## src/core/temp_readout_defines.vh

```
// constants for the dual temperature readout block
`ifndef TEMP_READOUT_DEFINES_VH
`define TEMP_READOUT_DEFINES_VH

// clock and timing
`define CLK_MHZ 125
`define CONV_TIME_MS 125
`define BUS_TIMEOUT_MS 35

// register pointer values
`define REG_LOCAL_INT 8'h00
`define REG_REMOTE_INT 8'h01
`define REG_STATUS 8'h02
`define REG_CFG_RD 8'h03
`define REG_CFG_WR 8'h09
`define REG_ONE_SHOT 8'h0f
`define REG_REMOTE_FRAC 8'h10
`define REG_LOCAL_FRAC 8'h11
`define PTR_RESET 8'h00

// field positions
`define CFG_STANDBY_BIT 6
`define STATUS_BUSY_BIT 7

// result encodings
`define TEMP_FAULT_CODE 8'h80
`define TEMP_MAX_CODE 8'h7f
`define TEMP_MIN_CODE 8'h00
`define TEMP_CLAMP_RAW 12'h400
`define FRAC_MAX 3'h7
`define FRAC_ZERO 3'h0

// slave address, arbitrary default
`define SLAVE_ADDR 7'h4c

`endif

```

## src/core/dual_temp_conversion_readout.v

```verilog
// conversion sequencer, result registers and byte-wide serial slave
`timescale 1ns/1ps
`include "temp_readout_defines.vh"
`default_nettype none

module dual_temp_conversion_readout #(
    parameter [6:0] SLAVE_ADDR = `SLAVE_ADDR,
    parameter [31:0] CONV_CYCLES = `CONV_TIME_MS * 1000 * `CLK_MHZ,
    parameter [31:0] TIMEOUT_CYCLES = `BUS_TIMEOUT_MS * 1000 * `CLK_MHZ
) (
    input wire mclk_i,
    input wire rst_i,
    input wire scl_i,
    input wire sda_i,
    output wire sda_o,
    output wire sda_oe_o,
    input wire [11:0] local_raw_i,
    input wire [11:0] remote_raw_i,
    input wire remote_fault_i,
    output wire busy_o,
    output wire remote_phase_o
);

localparam [2:0] ST_IDLE = 3'd0;
localparam [2:0] ST_ADDR = 3'd1;
localparam [2:0] ST_AACK = 3'd2;
localparam [2:0] ST_RX = 3'd3;
localparam [2:0] ST_RACK = 3'd4;
localparam [2:0] ST_TX = 3'd5;
localparam [2:0] ST_TACK = 3'd6;

////////////////////////////////////////////////////////////////////////////
// result formatting: {integer, fraction}
function [10:0] fmt;
    input [11:0] t;
    begin
        if (t[11])
            fmt = {`TEMP_MIN_CODE, `FRAC_ZERO};
        else if (t >= `TEMP_CLAMP_RAW)
            fmt = {`TEMP_MAX_CODE, `FRAC_MAX};
        else
            // 8 lsb per degree, fault bit clear
            fmt = {1'b0, t[9:3], t[2:0]};
    end
endfunction

////////////////////////////////////////////////////////////////////////////
// pin synchronisers
reg scl_s1_ff, scl_s2_ff, scl_s3_ff;
reg sda_s1_ff, sda_s2_ff, sda_s3_ff;

always @(posedge mclk_i or posedge rst_i) begin
    if (rst_i) begin
        scl_s1_ff <= 1'b1;
        scl_s2_ff <= 1'b1;
        scl_s3_ff <= 1'b1;
        sda_s1_ff <= 1'b1;
        sda_s2_ff <= 1'b1;
        sda_s3_ff <= 1'b1;
    end else begin
        scl_s1_ff <= scl_i;
        scl_s2_ff <= scl_s1_ff;
        scl_s3_ff <= scl_s2_ff;
        sda_s1_ff <= sda_i;
        sda_s2_ff <= sda_s1_ff;
        sda_s3_ff <= sda_s2_ff;
    end
end

wire scl_rise = scl_s2_ff & ~scl_s3_ff;
wire scl_fall = ~scl_s2_ff & scl_s3_ff;
wire start_cond = scl_s2_ff & scl_s3_ff & ~sda_s2_ff & sda_s3_ff;
wire stop_cond = scl_s2_ff & scl_s3_ff & sda_s2_ff & ~sda_s3_ff;

////////////////////////////////////////////////////////////////////////////
// registers
reg [7:0] ptr_ff;
reg standby_ff;
reg busy_ff;
reg single_ff;
reg [31:0] conv_cnt_ff;
reg [7:0] local_int_ff, remote_int_ff;
reg [2:0] local_frac_ff, remote_frac_ff;
reg one_shot_req_ff;
reg cfg_wr_ff;
reg [7:0] cfg_data_ff;
reg remote_phase_ff;

reg [7:0] rd_data;
always @* begin
    case (ptr_ff)
        `REG_LOCAL_INT: rd_data = local_int_ff;
        `REG_REMOTE_INT: rd_data = remote_int_ff;
        `REG_REMOTE_FRAC: rd_data = {remote_frac_ff, 5'h00};
        `REG_LOCAL_FRAC: rd_data = {local_frac_ff, 5'h00};
        `REG_STATUS: rd_data = {busy_ff, 7'h00};
        `REG_CFG_RD: rd_data = {1'b0, standby_ff, 6'h00};
        default: rd_data = 8'h00;
    endcase
end

////////////////////////////////////////////////////////////////////////////
// conversion sequencer
wire [10:0] local_fmt = fmt(local_raw_i);
wire [10:0] remote_fmt = fmt(remote_raw_i);
wire nxt_standby = cfg_wr_ff ? cfg_data_ff[`CFG_STANDBY_BIT] : standby_ff;
wire conv_done = busy_ff && (conv_cnt_ff == CONV_CYCLES - 32'd1);

always @(posedge mclk_i or posedge rst_i) begin
    if (rst_i) begin
        standby_ff <= 1'b0;
        busy_ff <= 1'b0;
        single_ff <= 1'b0;
        conv_cnt_ff <= 32'd0;
        remote_phase_ff <= 1'b0;
        local_int_ff <= `TEMP_MIN_CODE;
        remote_int_ff <= `TEMP_MIN_CODE;
        local_frac_ff <= `FRAC_ZERO;
        remote_frac_ff <= `FRAC_ZERO;
    end else begin
        standby_ff <= nxt_standby;
        if (busy_ff) begin
            if (nxt_standby && !single_ff && cfg_wr_ff) begin
                busy_ff <= 1'b0;
                remote_phase_ff <= 1'b0;
            end else if (conv_done) begin
                busy_ff <= 1'b0;
                single_ff <= 1'b0;
                remote_phase_ff <= 1'b0;
                local_int_ff <= local_fmt[10:3];
                local_frac_ff <= local_fmt[2:0];
                if (remote_fault_i) begin
                    remote_int_ff <= `TEMP_FAULT_CODE;
                    remote_frac_ff <= `FRAC_ZERO;
                end else begin
                    remote_int_ff <= remote_fmt[10:3];
                    remote_frac_ff <= remote_fmt[2:0];
                end
            end else begin
                conv_cnt_ff <= conv_cnt_ff + 32'd1;
                // second half measures the remote junction
                if (conv_cnt_ff == (CONV_CYCLES >> 1))
                    remote_phase_ff <= 1'b1;
            end
        end else if (one_shot_req_ff) begin
            // one-shot runs whatever the standby bit
            busy_ff <= 1'b1;
            single_ff <= 1'b1;
            conv_cnt_ff <= 32'd0;
        end else if (!nxt_standby) begin
            busy_ff <= 1'b1;
            single_ff <= 1'b0;
            conv_cnt_ff <= 32'd0;
        end
        // one-shot while busy falls through unused
        // result registers only change at completion
    end
end

////////////////////////////////////////////////////////////////////////////
// serial slave
reg [2:0] state_ff;
reg [3:0] bit_cnt_ff;
reg [7:0] shift_ff;
reg first_byte_ff;
reg rd_dir_ff;
reg sda_oe_ff;
reg sda_o_ff;
reg [31:0] low_cnt_ff;

// slave is never gated by standby
always @(posedge mclk_i or posedge rst_i) begin
    if (rst_i) begin
        state_ff <= ST_IDLE;
        bit_cnt_ff <= 4'd0;
        shift_ff <= 8'h00;
        first_byte_ff <= 1'b0;
        rd_dir_ff <= 1'b0;
        sda_oe_ff <= 1'b0;
        sda_o_ff <= 1'b0;
        low_cnt_ff <= 32'd0;
        ptr_ff <= `PTR_RESET;
        one_shot_req_ff <= 1'b0;
        cfg_wr_ff <= 1'b0;
        cfg_data_ff <= 8'h00;
    end else begin
        one_shot_req_ff <= 1'b0;
        cfg_wr_ff <= 1'b0;
        sda_o_ff <= 1'b0;
        if (scl_s2_ff)
            low_cnt_ff <= 32'd0;
        else if (low_cnt_ff != TIMEOUT_CYCLES)
            low_cnt_ff <= low_cnt_ff + 32'd1;
        if (!scl_s2_ff && low_cnt_ff == TIMEOUT_CYCLES) begin
            state_ff <= ST_IDLE;
            sda_oe_ff <= 1'b0;
        end else if (start_cond) begin
            state_ff <= ST_ADDR;
            bit_cnt_ff <= 4'd0;
            sda_oe_ff <= 1'b0;
        end else if (stop_cond) begin
            state_ff <= ST_IDLE;
            sda_oe_ff <= 1'b0;
        end else begin
            case (state_ff)
                ST_ADDR: begin
                    if (scl_rise) begin
                        shift_ff <= {shift_ff[6:0], sda_s2_ff};
                        bit_cnt_ff <= bit_cnt_ff + 4'd1;
                    end else if (scl_fall && bit_cnt_ff == 4'd8) begin
                        if (shift_ff[7:1] == SLAVE_ADDR) begin
                            state_ff <= ST_AACK;
                            sda_oe_ff <= 1'b1;
                            rd_dir_ff <= shift_ff[0];
                            first_byte_ff <= 1'b1;
                        end else begin
                            state_ff <= ST_IDLE;
                        end
                    end
                end
                ST_AACK: begin
                    if (scl_fall) begin
                        if (rd_dir_ff) begin
                            state_ff <= ST_TX;
                            shift_ff <= rd_data;
                            sda_oe_ff <= ~rd_data[7];
                            bit_cnt_ff <= 4'd1;
                        end else begin
                            state_ff <= ST_RX;
                            sda_oe_ff <= 1'b0;
                            bit_cnt_ff <= 4'd0;
                        end
                    end
                end
                ST_RX: begin
                    if (scl_rise) begin
                        shift_ff <= {shift_ff[6:0], sda_s2_ff};
                        bit_cnt_ff <= bit_cnt_ff + 4'd1;
                    end else if (scl_fall && bit_cnt_ff == 4'd8) begin
                        state_ff <= ST_RACK;
                        sda_oe_ff <= 1'b1;
                        first_byte_ff <= 1'b0;
                        // command byte then optional data byte
                        if (first_byte_ff) begin
                            // command byte moves the pointer and requests a one-shot for REG_ONE_SHOT
                            ptr_ff <= shift_ff;
                            if (shift_ff == `REG_ONE_SHOT)
                                one_shot_req_ff <= 1'b1;
                        end else if (ptr_ff == `REG_CFG_WR) begin
                            cfg_wr_ff <= 1'b1;
                            cfg_data_ff <= shift_ff;
                        end
                    end
                end
                ST_RACK: begin
                    if (scl_fall) begin
                        state_ff <= ST_RX;
                        sda_oe_ff <= 1'b0;
                        bit_cnt_ff <= 4'd0;
                    end
                end
                ST_TX: begin
                    if (scl_fall) begin
                        if (bit_cnt_ff == 4'd8) begin
                            state_ff <= ST_TACK;
                            sda_oe_ff <= 1'b0;
                        end else begin
                            sda_oe_ff <= ~shift_ff[6];
                            shift_ff <= {shift_ff[6:0], 1'b0};
                            bit_cnt_ff <= bit_cnt_ff + 4'd1;
                        end
                    end
                end
                ST_TACK: begin
                    if (scl_rise) begin
                        shift_ff[0] <= sda_s2_ff;
                    end else if (scl_fall) begin
                        if (shift_ff[0]) begin
                            state_ff <= ST_IDLE;
                        end else begin
                            state_ff <= ST_TX;
                            shift_ff <= rd_data;
                            sda_oe_ff <= ~rd_data[7];
                            bit_cnt_ff <= 4'd1;
                        end
                    end
                end
                default: begin
                    sda_oe_ff <= 1'b0;
                end
            endcase
        end
    end
end

assign sda_o = sda_o_ff;
assign sda_oe_o = sda_oe_ff;
assign busy_o = busy_ff;
assign remote_phase_o = remote_phase_ff;

endmodule
`default_nettype wire

```

## config.mk

```make
export PLATFORM = sky130hd
export DESIGN_NAME = dual_temp_conversion_readout
export DESIGN_NICKNAME = d
export VERILOG_FILES = /design/src/core/dual_temp_conversion_readout.v
export VERILOG_INCLUDE_DIRS = /design/src /design/src/core
export SDC_FILE = /design/constraint.sdc
export NUM_CORES = 1
export LEC_CHECK = 0
export BUFFER_PORTS_ARGS = -buffer_cell sky130_fd_sc_hd__clkbuf_2
export CAP_MARGIN = 40
export CELL_PAD_IN_SITES_DETAIL_PLACEMENT = 0
export CELL_PAD_IN_SITES_GLOBAL_PLACEMENT = 1
export CORE_AREA = 2 2 178 93
export DETAILED_ROUTE_END_ITERATION = 8
export DIE_AREA = 0 0 180 95
export PLACE_DENSITY_LB_ADDON = 0.1
export SLEW_MARGIN = 20
export SYNTH_ARGS = -nofsm -noshare
export SYNTH_HDL_FRONTEND = slang
export SYNTH_SLANG_ARGS = --single-unit
```

## constraint.sdc

```tcl
create_clock -name mclk_i -period 5 [get_ports mclk_i]
set_clock_uncertainty 0.15 [all_clocks]
set_input_delay 0.5 -clock mclk_i [delete_from_list [all_inputs] [get_ports mclk_i]]
set_output_delay 0.5 -clock mclk_i [all_outputs]
set_load 0.01 [all_outputs]
```

# ---- Word-level counts from Yosys, hierarchy flattened
# Index checks and enable logic that the tools add are counted.
dict set report op_classes {
  add_sub_neg 3
  n_mul 0
  n_div 0
  n_lt_le_gt_ge 2
  n_eq_ne 58
  shift 0
  muxes 103
  bitwise_logic 19
  n_reduce_logical 28
}
# cell count
set op_table {}
lappend op_table {{$mux W32} 7}
lappend op_table {{$add A32 B1 Y32 const B} 2}
lappend op_table {{$eq A32 B23 Y1 const B} 2}
lappend op_table {{$mux W8} 8}
lappend op_table {{$ne A5 B5 Y1 const B} 12}
lappend op_table {{$mux W1} 50}
lappend op_table {{$mux W3} 16}
lappend op_table {{$pmux W8 S6} 1}
lappend op_table {{$mux W10} 4}
lappend op_table {{$mux W4} 10}
lappend op_table {{$reduce_and A11 Y1} 3}
lappend op_table {{$eq A32 B24 Y1 const B} 1}
lappend op_table {{$ne A32 B23 Y1 const B} 1}
lappend op_table {{$pmux W8 S4} 1}
lappend op_table {{$ne A2 B2 Y1 const B} 15}
lappend op_table {{$ne A3 B3 Y1 const B} 9}
lappend op_table {{$ge A12 B11 Y1 const B} 2}
lappend op_table {{$pmux W4 S5} 1}
lappend op_table {{$pmux W3 S6} 1}
lappend op_table {{$eq A8 B2 Y1 const B} 2}
lappend op_table {{$eq A8 B4 Y1 const B} 2}
lappend op_table {{$eq A8 B5 Y1 const B} 2}
lappend op_table {{$reduce_and A7 Y1} 2}
lappend op_table {{$not A1 Y1} 12}
lappend op_table {{other kinds (29)} 47}
dict set report word_totals {
  reg_bits 131
  latch_bits 0
  ram_bits 0
  mem_bits_ro 0
  in_bits 29
  output_inout_bits 4
  mem_count 0
}

# ---- Depth between registers and ports, before layout
# Gate-level depths: netlist of the first run.
dict set report depth {
  depth_word 10
  depth_mapped 9
}

# ---- Worst setup path after synthesis of the first run
# Ideal clock, no wire load.
dict set report synth_timing {
  path_type {flip-flop to flip-flop}
  from {register scl_s2_ff}
  to {register bit_cnt_ff[0]}
  setup_ns 0.125
  arrival_time_ns 2.228
  required_ns 4.725
  path_slack_ns 2.498
  path_stages_with_launch 10
  cell_sequence {dfstp_2 clkbuf_1 inv_1 ha_1 clkbuf_2 nor3b_1 o31ai_1 o21ai_0 nor3_1 mux2_2}
}
dict set report synth_between {
  elab_chain_len 5
  word_cells_on_any_way 23
  cone_classes {9 x eq/ne; 1 x mux; 9 x bitwise; 4 x reduce/logical}
}
# element line_no
set synth_lines {}
lappend synth_lines {{from (decl)} dual_temp_conversion_readout.v:49} ;# reg scl_s1_ff, scl_s2_ff, scl_s3_ff;
lappend synth_lines {{from (signal assigned)} dual_temp_conversion_readout.v:62} ;# scl_s2_ff <= scl_s1_ff;
lappend synth_lines {{$and A1 B1 Y1} {dual_temp_conversion_readout.v:72, dual_temp_conversion_readout.v:73}}
lappend synth_lines {{$and A1 B1 Y1, on equally long branches (2 in a row)} {dual_temp_conversion_readout.v:72, dual_temp_conversion_readout.v:73}}
lappend synth_lines {{$ne A3 B3 Y1 (no source line) (tied with other cells)} -}
lappend synth_lines {{$reduce_and A11 Y1 (no source line)} -}
lappend synth_lines {{to (signal assigned)} dual_temp_conversion_readout.v:209} ;# bit_cnt_ff <= bit_cnt_ff + 4'd1;
lappend synth_lines {{to (signal assigned)} dual_temp_conversion_readout.v:238} ;# bit_cnt_ff <= bit_cnt_ff + 4'd1;
lappend synth_lines {{to (signal assigned)} dual_temp_conversion_readout.v:270} ;# bit_cnt_ff <= bit_cnt_ff + 4'd1;
lappend synth_lines {{to (decl)} dual_temp_conversion_readout.v:163} ;# reg [3:0] bit_cnt_ff;
# Several ways; a longest one is shown, not always the timed one.
# A chain may end at the register's enable or synchronous reset.

# ---- Final worst setup path of the first run
# Ends and elaborated chain as after synthesis.

==> out/qor.csv, run 1 <==
stage;metric;value;unit
run_status;status;finished clean;
setup_path;critical path arrival;3500;ps
setup_path;RR Endpoint;bit_cnt_ff[0]$_DFFE_PP0P_;
global_routing;initial antenna violation count;0;
routing;Detailed Routing Iterations Pass 1;6;
layout;layout cell share with drive strength beyond 1;16.31;%
global_routing;vias in the first global route;5334;
layout;most frequent cells in the layout;118 x dfrtp_1, 61 x nor2_1, 58 x nand2_1, 39 x nand3_1, 33 x o21ai_0;
logic_synthesis;flop and latch count out of synthesis;124;
setup_path;reg-to-reg slack, setup;1650;ps
layout;commonest non-fill, non-tap cell in the layout;dfrtp_1;
layout;Fillers;1447;
setup_path;Crit. End Element;register;
routing;Vias/cell;5.729;
timing;fin. max-slew vios;0;
layout;ant diodes;0;
logic_synthesis;simple-gate area share of the yosys netlist;24.98;%
setup_path;CP Max Fanout;39;
timing;RSZ-0062 raised after global routing;no;
setup_path;max incr delay on CP;1010;ps
timing;Max-slew headroom;43.05;%
routing;Total Routed Length;17140;microns
logic_synthesis;Synthesized Nets;756;
power_and_ir_drop;total power;2.765;mW
setup_path;CP Launch Point;scl_s2_ff$_DFF_PP1_;
setup_path;WP data required;5150;ps
timing;Hold Fails Final Rpt;0;
setup_path;CP cell instances;ha_1 -> nand3b_1 -> o31ai_1 -> o21ai_0 -> nor3_1 -> mux2_2;
global_routing;Overall Global Routing Usage;21.36;%
logic_synthesis;Main synth FF type;dfrtp_1;
logic_synthesis;largest family of logic cells by synthesized area;simple AND/OR/NAND/NOR gates;
timing;setup slack after layout;1650;ps
place;RD Place Congestion;0.8852;
floorplan;die height;95;microns
setup_path;Buf/Inv on CP;0;
setup_path;FF-to-FF Start;scl_s2_ff$_DFF_PP1_;
logic_synthesis;asr flop ratio synth;100.0;%
layout;area taken by multi-input logic gates;3482;sq um
global_routing;largest net degree at the start of global routing;53;
cts;# clock sinks;124;
place;# port buffers;31;
floorplan;die width;180;microns
logic_synthesis;synth warn;0;
routing;Iteration-0 DRC Markers;471;
routing;post-route ant nets;0;
setup_path;critical path depth;6;
logic_synthesis;Synth Area in Compound Gates;13.31;%
place;dpl hpwl;12150;microns
logic_synthesis;post-synthesis mux area share;5.394;%
floorplan;die area;17100;sq um
setup_path;CP delay by family, top;flip-flops;
power_and_ir_drop;P_leak;3.306;nW
timing;fmax;298.5;MHz
floorplan;I/O pin count;33;
timing;total negative slack;0;ps
layout;FF+latch area;3110;sq um
routing;DR DRC count;0;
timing;Tcrit/Tclk final;67.00;%
cts;post-cts sizing count;0;
flow_run;max_cap viols;0;
logic_synthesis;Synth Area per Inst;9.530;sq um
floorplan;Core ar.;15730;sq um
routing;vias;5523;
layout;P&R area growth vs syn;13.20;%
timing;# setup viols final;0;
routing;routed len/inst;17.78;microns
setup_path;Startpoint Class;register;
logic_synthesis;adder-cell share of the synthesized area;1.646;%
setup_path;Max stage delay cell, worst path;dfstp_2;
logic_synthesis;synthesized area;6843;sq um
logic_synthesis;Seq/Total Area, Yosys;45.46;%
logic_synthesis;Post-Synth XOR/XNOR Area;5.376;%
power_and_ir_drop;Worst VDD drop;0.0002484;V
setup_path;WS Path Type;reg -> reg;
cts;CTS H-tree depth;4;
cts;root buffer cell;clkbuf_16;
setup_path;Reg2Reg Depth;6;
global_routing;GRT overflow;0;
hold_path;worst hold path class;in -> async;
cts;Clk pin slew, worst setup/hold paths;60;ps
timing;minimum clock period;3350;ps
cts;Inserted Clock Buffers;17;
logic_synthesis;post-synthesis cell type count;72;
timing;Worst Tran Pin Value;852.4;ps
global_routing;first-pass GRT wire length;28650;microns
layout;Final Net Count;779;
logic_synthesis;Mapped Cells;718;
floorplan;Std-Cell Rows;33;
power_and_ir_drop;Power Density;357.0;nW/um^2
logic_synthesis;number of synthesized flops with an enable pin;0;
place;Setup WS pre-CTS;1697;ps
cts;CTS tree;yes;
floorplan;Initial Util;43.50;%
cts;CTS max path bufs;2;
cts;clk_lat worst skew;420;ps
cts;post-CTS setup buffers;0;
-- layer usage --
layer | global-route usage, % | vias up | share of wire [%]
met5 | 0 | - | 0
met4 | 4.878 | 0 | 0.55
met3 | 5.515 | 11 | 5.2
met2 | 28.45 | 156 | 39
met1 | 33.66 | 2691 | 56
li1 | - | 2665 | -
-- power by group --
part           leakage [nW]  internal, mW  switching [mW]  total [mW]
sequential             1.56          1.06           0.106        1.17
clock                 0.268         0.758           0.464        1.22
combinational          1.48         0.180           0.193       0.373
total                  3.31          2.00           0.763        2.77
-- stage by stage --
step	std cells	hold WS (ps)	instance area, sq um	util, %
after floorplan	718	195.2	6843	-
after global placement	928	196.5	7133	45.34
after detailed placement	930	200.6	7146	45.42
after CTS	964	31.34	7746	49.24
after global routing	964	73.40	7746	49.24
final	964	13.36	7746	49.24
-- flip-flops by register name (all words and copies together), names as in the netlist, 4 cells and up --
name	cells
low_cnt_ff	32
ptr_ff	8
shift_ff	8
local_int_ff	7
remote_int_ff	8
bit_cnt_ff	4
conv_cnt_ff	32
-- kinds of logic (layout without fill, tap and decap cells) --
logic type	after synthesis	count (layout)
compound gates	137	137
flops	124	124
other cells	1	1
mux	33	33
xor+xnor	42	42
simple gates	315	315
fa+ha+maj	9	9
buf+inv	57	93
-- area by class of cell --
cell class,instances,area share [%]
clock buffers,22,5.993
flip-flops and latches,124,40.16
inverters,20,1.001
multi-input cells,537,44.95
repair buffers,41,3.004
clock inverters,10,1.502
well taps,210,3.392
-- what timing repair did --
action,in CTS,in global routing
endpoints found under the setup margin,0,0
hold buffers,2,0
endpoints found under the hold margin,2,0
-- Yosys cell counts (9+ instances only) --
library cell	n	share of area [%]
a21oi_1	22	1.6
a22o_1	12	1.5
and3_1	20	1.8
clkbuf_1	19	1.0
dfrtp_1	118	43
ha_1	9	1.6
inv_1	20	1.1
mux2_2	27	4.4
nand2_1	58	3.2
nand3_1	39	2.9
nand4_1	25	2.3
nor2_1	61	3.3
nor3_1	18	1.3
nor4_1	19	1.7
o21ai_0	33	2.4
o21ai_1	17	1.2
o21bai_1	10	1.1
or3_1	15	1.4
xnor2_1	21	2.7
xor2_1	21	2.7
-- worst reg2reg max path: stages (launching register included) --
cell,delay (ps)
dfstp_2,1010
ha_1,330
nand3b_1,270
o31ai_1,190
o21ai_0,230
nor3_1,650
mux2_2,410
-- worst max-delay path by stage --
stage,to,slack [ps]
2_1_floorplan,bit_cnt_ff[0]$_DFFE_PP0P_,1060
3_3_place_gp,bit_cnt_ff[0]$_DFFE_PP0P_,1910
3_5_place_dp,bit_cnt_ff[0]$_DFFE_PP0P_,1700
4_1_cts,bit_cnt_ff[0]$_DFFE_PP0P_,1670
5_1_grt,bit_cnt_ff[0]$_DFFE_PP0P_,1450
6_report,bit_cnt_ff[0]$_DFFE_PP0P_,1650
(Power assumes the default switching activity.)
==> inputs of run 2 (changes only) <==
==> constraint.sdc (replaced) <==
create_clock -name mclk_i -period 3.4 [get_ports mclk_i]
set_clock_uncertainty 0.15 [all_clocks]
set_input_delay 0.34 -clock mclk_i [delete_from_list [all_inputs] [get_ports mclk_i]]
set_output_delay 0.34 -clock mclk_i [all_outputs]
set_load 0.01 [all_outputs]
==> run 2 against run 1 <==
Compared with the run above:
- final cell count is 0.83% higher
- fmax is 22% higher
- critical path depth stayed put
- count of clock-buffer cells in the layout is 3 lower
- non-clock buffer count is 8 higher
- wire length is 0.23% lower
- combinational power is 51% higher
- clock power is 55% higher
- first-iteration DRC count is 7.4% lower
- total power is 50% higher
- register-to-register slack worse by 1000 ps
- sequential cell count stayed put
==> out/qor.csv, run 2 (synthesized netlist as in run 1, its figures left out) <==
stage;metric;value;unit
routing;routed len/inst;17.59;microns
routing;Iteration-0 DRC Markers;436;
run_status;status;finished clean;
cts;CTS tree;yes;
layout;Final Core Density;50.00;%
global_routing;initial antenna violation count;0;
place;RD Place Congestion;0.8250;
floorplan;die height;95;microns
timing;Hold Fails Final Rpt;0;
timing;fmax;363.4;MHz
floorplan;I/O pin count;33;
routing;Total Routed Length;17100;microns
routing;vias;5579;
cts;post-cts sizing count;0;
cts;# clock sinks;124;
floorplan;Std-Cell Rows;33;
setup_path;Startpoint Class;register;
global_routing;first-pass GRT wire length;28460;microns
layout;top flop regs;conv_cnt_ff: 32 flops, low_cnt_ff: 32 flops;
setup_path;critical path arrival;2900;ps
timing;Max-slew headroom;46.10;%
power_and_ir_drop;Worst VDD drop;0.0003209;V
power_and_ir_drop;Power Density;528.7;nW/um^2
hold_path;worst hold path class;in -> reg;
place;# port buffers;31;
cts;clk_lat worst skew;420;ps
timing;minimum clock period;2752;ps
cts;Hold Buf Count CTS;3;
floorplan;die width;180;microns
timing;final hold slack;44.49;ps
timing;Tcrit/Tclk final;80.93;%
floorplan;Core ar.;15730;sq um
routing;met3 routed WL;748;microns
global_routing;GRT overflow;0;
power_and_ir_drop;P_leak;3.372;nW
routing;Detailed Routing Iterations Pass 1;5;
timing;total negative slack;0;ps
layout;P&R area growth vs syn;14.96;%
cts;Inserted Clock Buffers;17;
setup_path;CP Max Fanout;8;
global_routing;vias in the first global route;5232;
cts;CTS max path bufs;2;
layout;layout cell share with drive strength beyond 1;17.32;%
global_routing;largest net degree at the start of global routing;85;
timing;RSZ-0062 raised after global routing;no;
setup_path;WP data required;3550;ps
setup_path;Crit. End Element;register;
timing;# setup viols final;0;
layout;ant diodes;0;
power_and_ir_drop;total power;4.159;mW
floorplan;Initial Util;43.50;%
routing;met2 routed WL;6823;microns
place;dpl hpwl;12200;microns
cts;Clk pin slew, worst setup/hold paths;60;ps
routing;Vias/cell;5.740;
cts;CTS H-tree depth;4;
layout;most frequent cells in the layout;118 x dfrtp_1, 61 x nor2_1, 58 x nand2_1, 39 x nand3_1, 33 x o21ai_0;
place;Setup WS pre-CTS;653.9;ps
timing;fin. max-slew vios;0;
cts;post-CTS setup buffers;0;
layout;commonest non-fill, non-tap cell in the layout;dfrtp_1;
flow_run;max_cap viols;0;
routing;post-route ant nets;0;
layout;Final Net Count;787;
cts;root buffer cell;clkbuf_16;
routing;Routed met1 length;9386;microns
routing;max layer used;met4;
floorplan;die area;17100;sq um
timing;Worst Tran Pin Value;806.8;ps
setup_path;WS Path Type;reg -> reg;
global_routing;Overall Global Routing Usage;21.26;%
timing;setup slack after layout;648.3;ps
routing;DR DRC count;0;
## run 2: changes by cell type in the layout (fill, tap and decap cells not counted)
cell and change:
buf_4 +6, buf_12 +2, clkbuf_1 -2, clkinv_4 +2
inv_6 +2, buf_2 -1, bufinv_16 +1, clkbuf_8 -1
clkinvlp_4 -1, dlygate4sd3_1 +1, inv_4 -1
## run 2: metal layers
layer / vias to the layer above / global-route usage, %
met2: 132 / 28.67
met5: - / 0
li1: 2681 / -
met3: 14 / 3.625
met1: 2752 / 34.37
met4: 0 / 5.149
## run 2: worst max-delay path, stage by stage, from the launching register on
cell and delay [ps]:
dfstp_2 540, ha_1 320, nor3b_1 90, o31ai_1 350, o21ai_0 220, nor3_1 570
mux2_2 410
## run 2: final cells by class
| type | count | area, sq um |
|---|---|---|
| inverters | 20 | 78.83 |
| well taps | 210 | 262.8 |
| fillers | 1462 | 7865 |
| repair buffers | 49 | 322.8 |
| multi-input cells | 537 | 3482 |
| flip-flops and latches | 124 | 3110 |
| clock inverters | 13 | 166.4 |
| clock buffers | 19 | 442.9 |
## run 2: worst paths after layout
| kind | cells after the start | to | slack [ps] | startpoint |
|---|---|---|---|---|
| setup / recovery | 6 | bit_cnt_ff[0]$_DFFE_PP0P_ | 650 | scl_s3_ff$_DFF_PP1_ |
| max in group asynchronous | 4 | sda_s2_ff$_DFF_PP1_ | 2250 | rst_i |
| hold reg to reg | 0 | sda_s2_ff$_DFF_PP1_ | 210 | sda_s1_ff$_DFF_PP1_ |
| hold / removal | 2 | remote_int_ff[7]$_DFFE_PP0P_ | 40 | remote_fault_i |
| min in group asynchronous | 4 | low_cnt_ff[11]$_DFFE_PP0N_ | 390 | rst_i |
| setup reg to reg | 6 | bit_cnt_ff[0]$_DFFE_PP0P_ | 650 | scl_s3_ff$_DFF_PP1_ |
## run 2: stage by stage
step                instance area [sq um]  cells
floorplan                            6847    718
global placement                     7227    937
detailed placement                   7227    937
CTS                                  7866    972
global route                         7866    972
finish                               7866    972
## run 2: power by group
part	internal, mW	switching (mW)	total, mW	leakage [nW]
Clock	1.18	0.710	1.89	0.290
Sequential	1.56	0.145	1.71	1.56
Combinational	0.271	0.293	0.564	1.52
Total	3.01	1.15	4.16	3.37
==> inputs of run 3 (changes only) <==
--- a/config.mk
+++ b/config.mk
@@ -10,9 +10,9 @@
 export CAP_MARGIN = 40
 export CELL_PAD_IN_SITES_DETAIL_PLACEMENT = 0
 export CELL_PAD_IN_SITES_GLOBAL_PLACEMENT = 1
-export CORE_AREA = 2 2 178 93
+export CORE_AREA = 2 2 180 94
 export DETAILED_ROUTE_END_ITERATION = 8
-export DIE_AREA = 0 0 180 95
+export DIE_AREA = 0 0 182 96
 export PLACE_DENSITY_LB_ADDON = 0.1
 export SLEW_MARGIN = 20
 export SYNTH_ARGS = -nofsm -noshare
==> constraint.sdc (replaced) <==
create_clock -name mclk_i -period 2.4 [get_ports mclk_i]
set_clock_uncertainty 0.15 [all_clocks]
set_input_delay 0.24 -clock mclk_i [delete_from_list [all_inputs] [get_ports mclk_i]]
set_output_delay 0.24 -clock mclk_i [all_outputs]
set_load 0.01 [all_outputs]
==> run 3 against run 2 <==
Compared with the run above:
- critical endpoint is now sda_oe_o$_DFFE_PP0P_
- largest power group unchanged
- global-route usage rose by 1.2 points
- fmax is 18% higher
- critical path type unchanged
- non-clock buffer count grew 90
- count of clock-buffer cells in the layout is 2 lower
- utilization increased by 4.5 points
- total power rose by 46%
- combinational power grew 83%
- first-iteration DRC count rose by 15%
- die area up 2.2%
- highest routed layer unchanged
- sequential share of layout area is 3.8 points lower
- cell area rose by 11%
==> out/qor.csv, run 3 (synthesized netlist as in run 1, its figures left out) <==
stage;metric;value;unit
run_status;status;finished clean;
floorplan;Std-Cell Rows;33;
flow_run;max_cap viols;0;
place;# port buffers;31;
routing;DR DRC count;0;
timing;# setup viols final;0;
timing;Max-slew headroom;50.14;%
setup_path;Startpoint Class;register;
global_routing;Overall Global Routing Usage;22.49;%
timing;fin. max-slew vios;0;
cts;Inserted Clock Buffers;17;
place;RD Place Congestion;0.8858;
layout;Final Net Count;877;
global_routing;first-pass GRT wire length;30390;microns
cts;CTS max path bufs;2;
timing;final hold slack;10.30;ps
floorplan;I/O pin count;33;
setup_path;critical path arrival;2490;ps
setup_path;Crit. End Element;register;
global_routing;largest net degree at the start of global routing;52;
timing;Hold Fails Final Rpt;0;
layout;Fillers;1425;
global_routing;GRT overflow;0;
layout;layout cell share with drive strength beyond 1;25.70;%
layout;area taken by multi-input logic gates;3570;sq um
layout;final non-filler cell total;1062;
routing;Vias/cell;5.636;
routing;routed len/inst;17.49;microns
setup_path;WP data required;2550;ps
layout;FF+latch area;3112;sq um
floorplan;die height;96;microns
routing;post-route ant nets;0;
timing;fmax;427.3;MHz
place;Setup WS pre-CTS;-66.81;ps
routing;Total Routed Length;18570;microns
timing;setup slack after layout;59.88;ps
hold_path;worst hold path class;in -> reg;
layout;P&R area growth vs syn;27.06;%
floorplan;Core ar.;15940;sq um
floorplan;die width;182;microns
place;dpl hpwl;13440;microns
global_routing;initial antenna violation count;0;
floorplan;die area;17470;sq um
cts;root buffer cell;clkbuf_16;
routing;Iteration-0 DRC Markers;502;
timing;minimum clock period;2340;ps
power_and_ir_drop;Worst VDD drop;0.0005750;V
layout;Final Core Density;54.55;%
layout;commonest non-fill, non-tap cell in the layout;dfrtp_1;
power_and_ir_drop;P_leak;3.838;nW
cts;CTS H-tree depth;4;
setup_path;CP Max Fanout;8;
cts;# clock sinks;124;
layout;ant diodes;0;
layout;top flop regs;conv_cnt_ff: 32 flops, low_cnt_ff: 32 flops;
timing;Tcrit/Tclk final;97.51;%
timing;Worst Tran Pin Value;746.3;ps
cts;CTS tree;yes;
cts;Clk pin slew, worst setup/hold paths;60;ps
power_and_ir_drop;Power Density;697.6;nW/um^2
timing;total negative slack;0;ps
routing;Detailed Routing Iterations Pass 1;4;
cts;clk_lat worst skew;420;ps
global_routing;vias in the first global route;5641;
layout;most frequent cells in the layout;117 x dfrtp_1, 81 x buf_4, 61 x nor2_1, 58 x nand2_1, 39 x nand3_1;
routing;vias;5985;
place;Placed Cells;1002;
setup_path;WS Path Type;reg -> reg;
floorplan;Initial Util;42.93;%
==> run 3: cell count changes in the layout (fill, tap and decap cells not counted), sizes merged <==
cell and change:
dlygate4sd3 +20, clkinv -5, bufinv -1, buf +70, clkbuf -2, inv +8
==> run 3: worst paths after layout <==
check                                    start                            end  slack (ps)  cells past startpoint
min reg2reg                sda_s1_ff$_DFF_PP1_            sda_s2_ff$_DFF_PP1_         210                      0
min in group asynchronous                rst_i    conv_cnt_ff[29]$_DFFE_PP0P_         340                      3
max reg2reg                scl_s2_ff$_DFF_PP1_           sda_oe_o$_DFFE_PP0P_          60                      7
min                            remote_raw_i[2]  remote_frac_ff[2]$_DFFE_PP0P_          10                      3
max in group asynchronous                rst_i            sda_s2_ff$_DFF_PP1_        1010                      4
max                        scl_s2_ff$_DFF_PP1_           sda_oe_o$_DFFE_PP0P_          60                      7
==> run 3: critical path, cell delays in order, from the launching register on <==
cell	delay, ps
dfstp_2	600
inv_1	100
ha_2	260
nor3b_1	190
o31ai_1	150
a211oi_2	310
buf_4	150
mux2_2	310
==> run 3: where the power goes <==
group / leakage (nW) / switching, mW / internal, mW
registers: 1.56 / 0.170 / 2.22
clock network: 0.285 / 1.08 / 1.57
logic: 1.99 / 0.519 / 0.514
==> run 3: layer usage <==
metal | global-route usage [%] | wire (microns) | vias to the layer above | share of wire [%]
met5 | 0 | 0 | - | 0
li1 | - | - | 2852 | -
met4 | 6.250 | 136 | 0 | 0.73
met1 | 34.20 | 9922 | 2991 | 53
met3 | 4.200 | 761 | 15 | 4.1
met2 | 32.51 | 7751 | 127 | 42
==> run 3: cell type report <==
type / count / share of cell area [%]
Multi-Input combinational cell: 537 / 41.06
Tap cell: 210 / 3.022
Clock inverter: 15 / 1.986
Clock buffer: 17 / 4.893
Inverter: 20 / 0.9066
Timing Repair Buffer: 139 / 12.35
Sequential cell: 124 / 35.79
==> run 3: timing repair <==
item / in CTS / in global routing
setup endpoints to repair: 10 / 49
gates resized for setup: 4 / 15
hold endpoints to repair: 51 / 0
buffers inserted: 0 / 5
hold buffers: 23 / 0
pin swaps: 0 / 6
==> run 3: through the flow <==
stage | area [sq um] | total power, mW
final | 8695 | 6.065
after detailed placement | 7745 | 3.372
after global routing | 8695 | 6.302
after CTS | 8583 | 6.065
after floorplan | 6854 | 2.988
after global placement | 7745 | 3.330
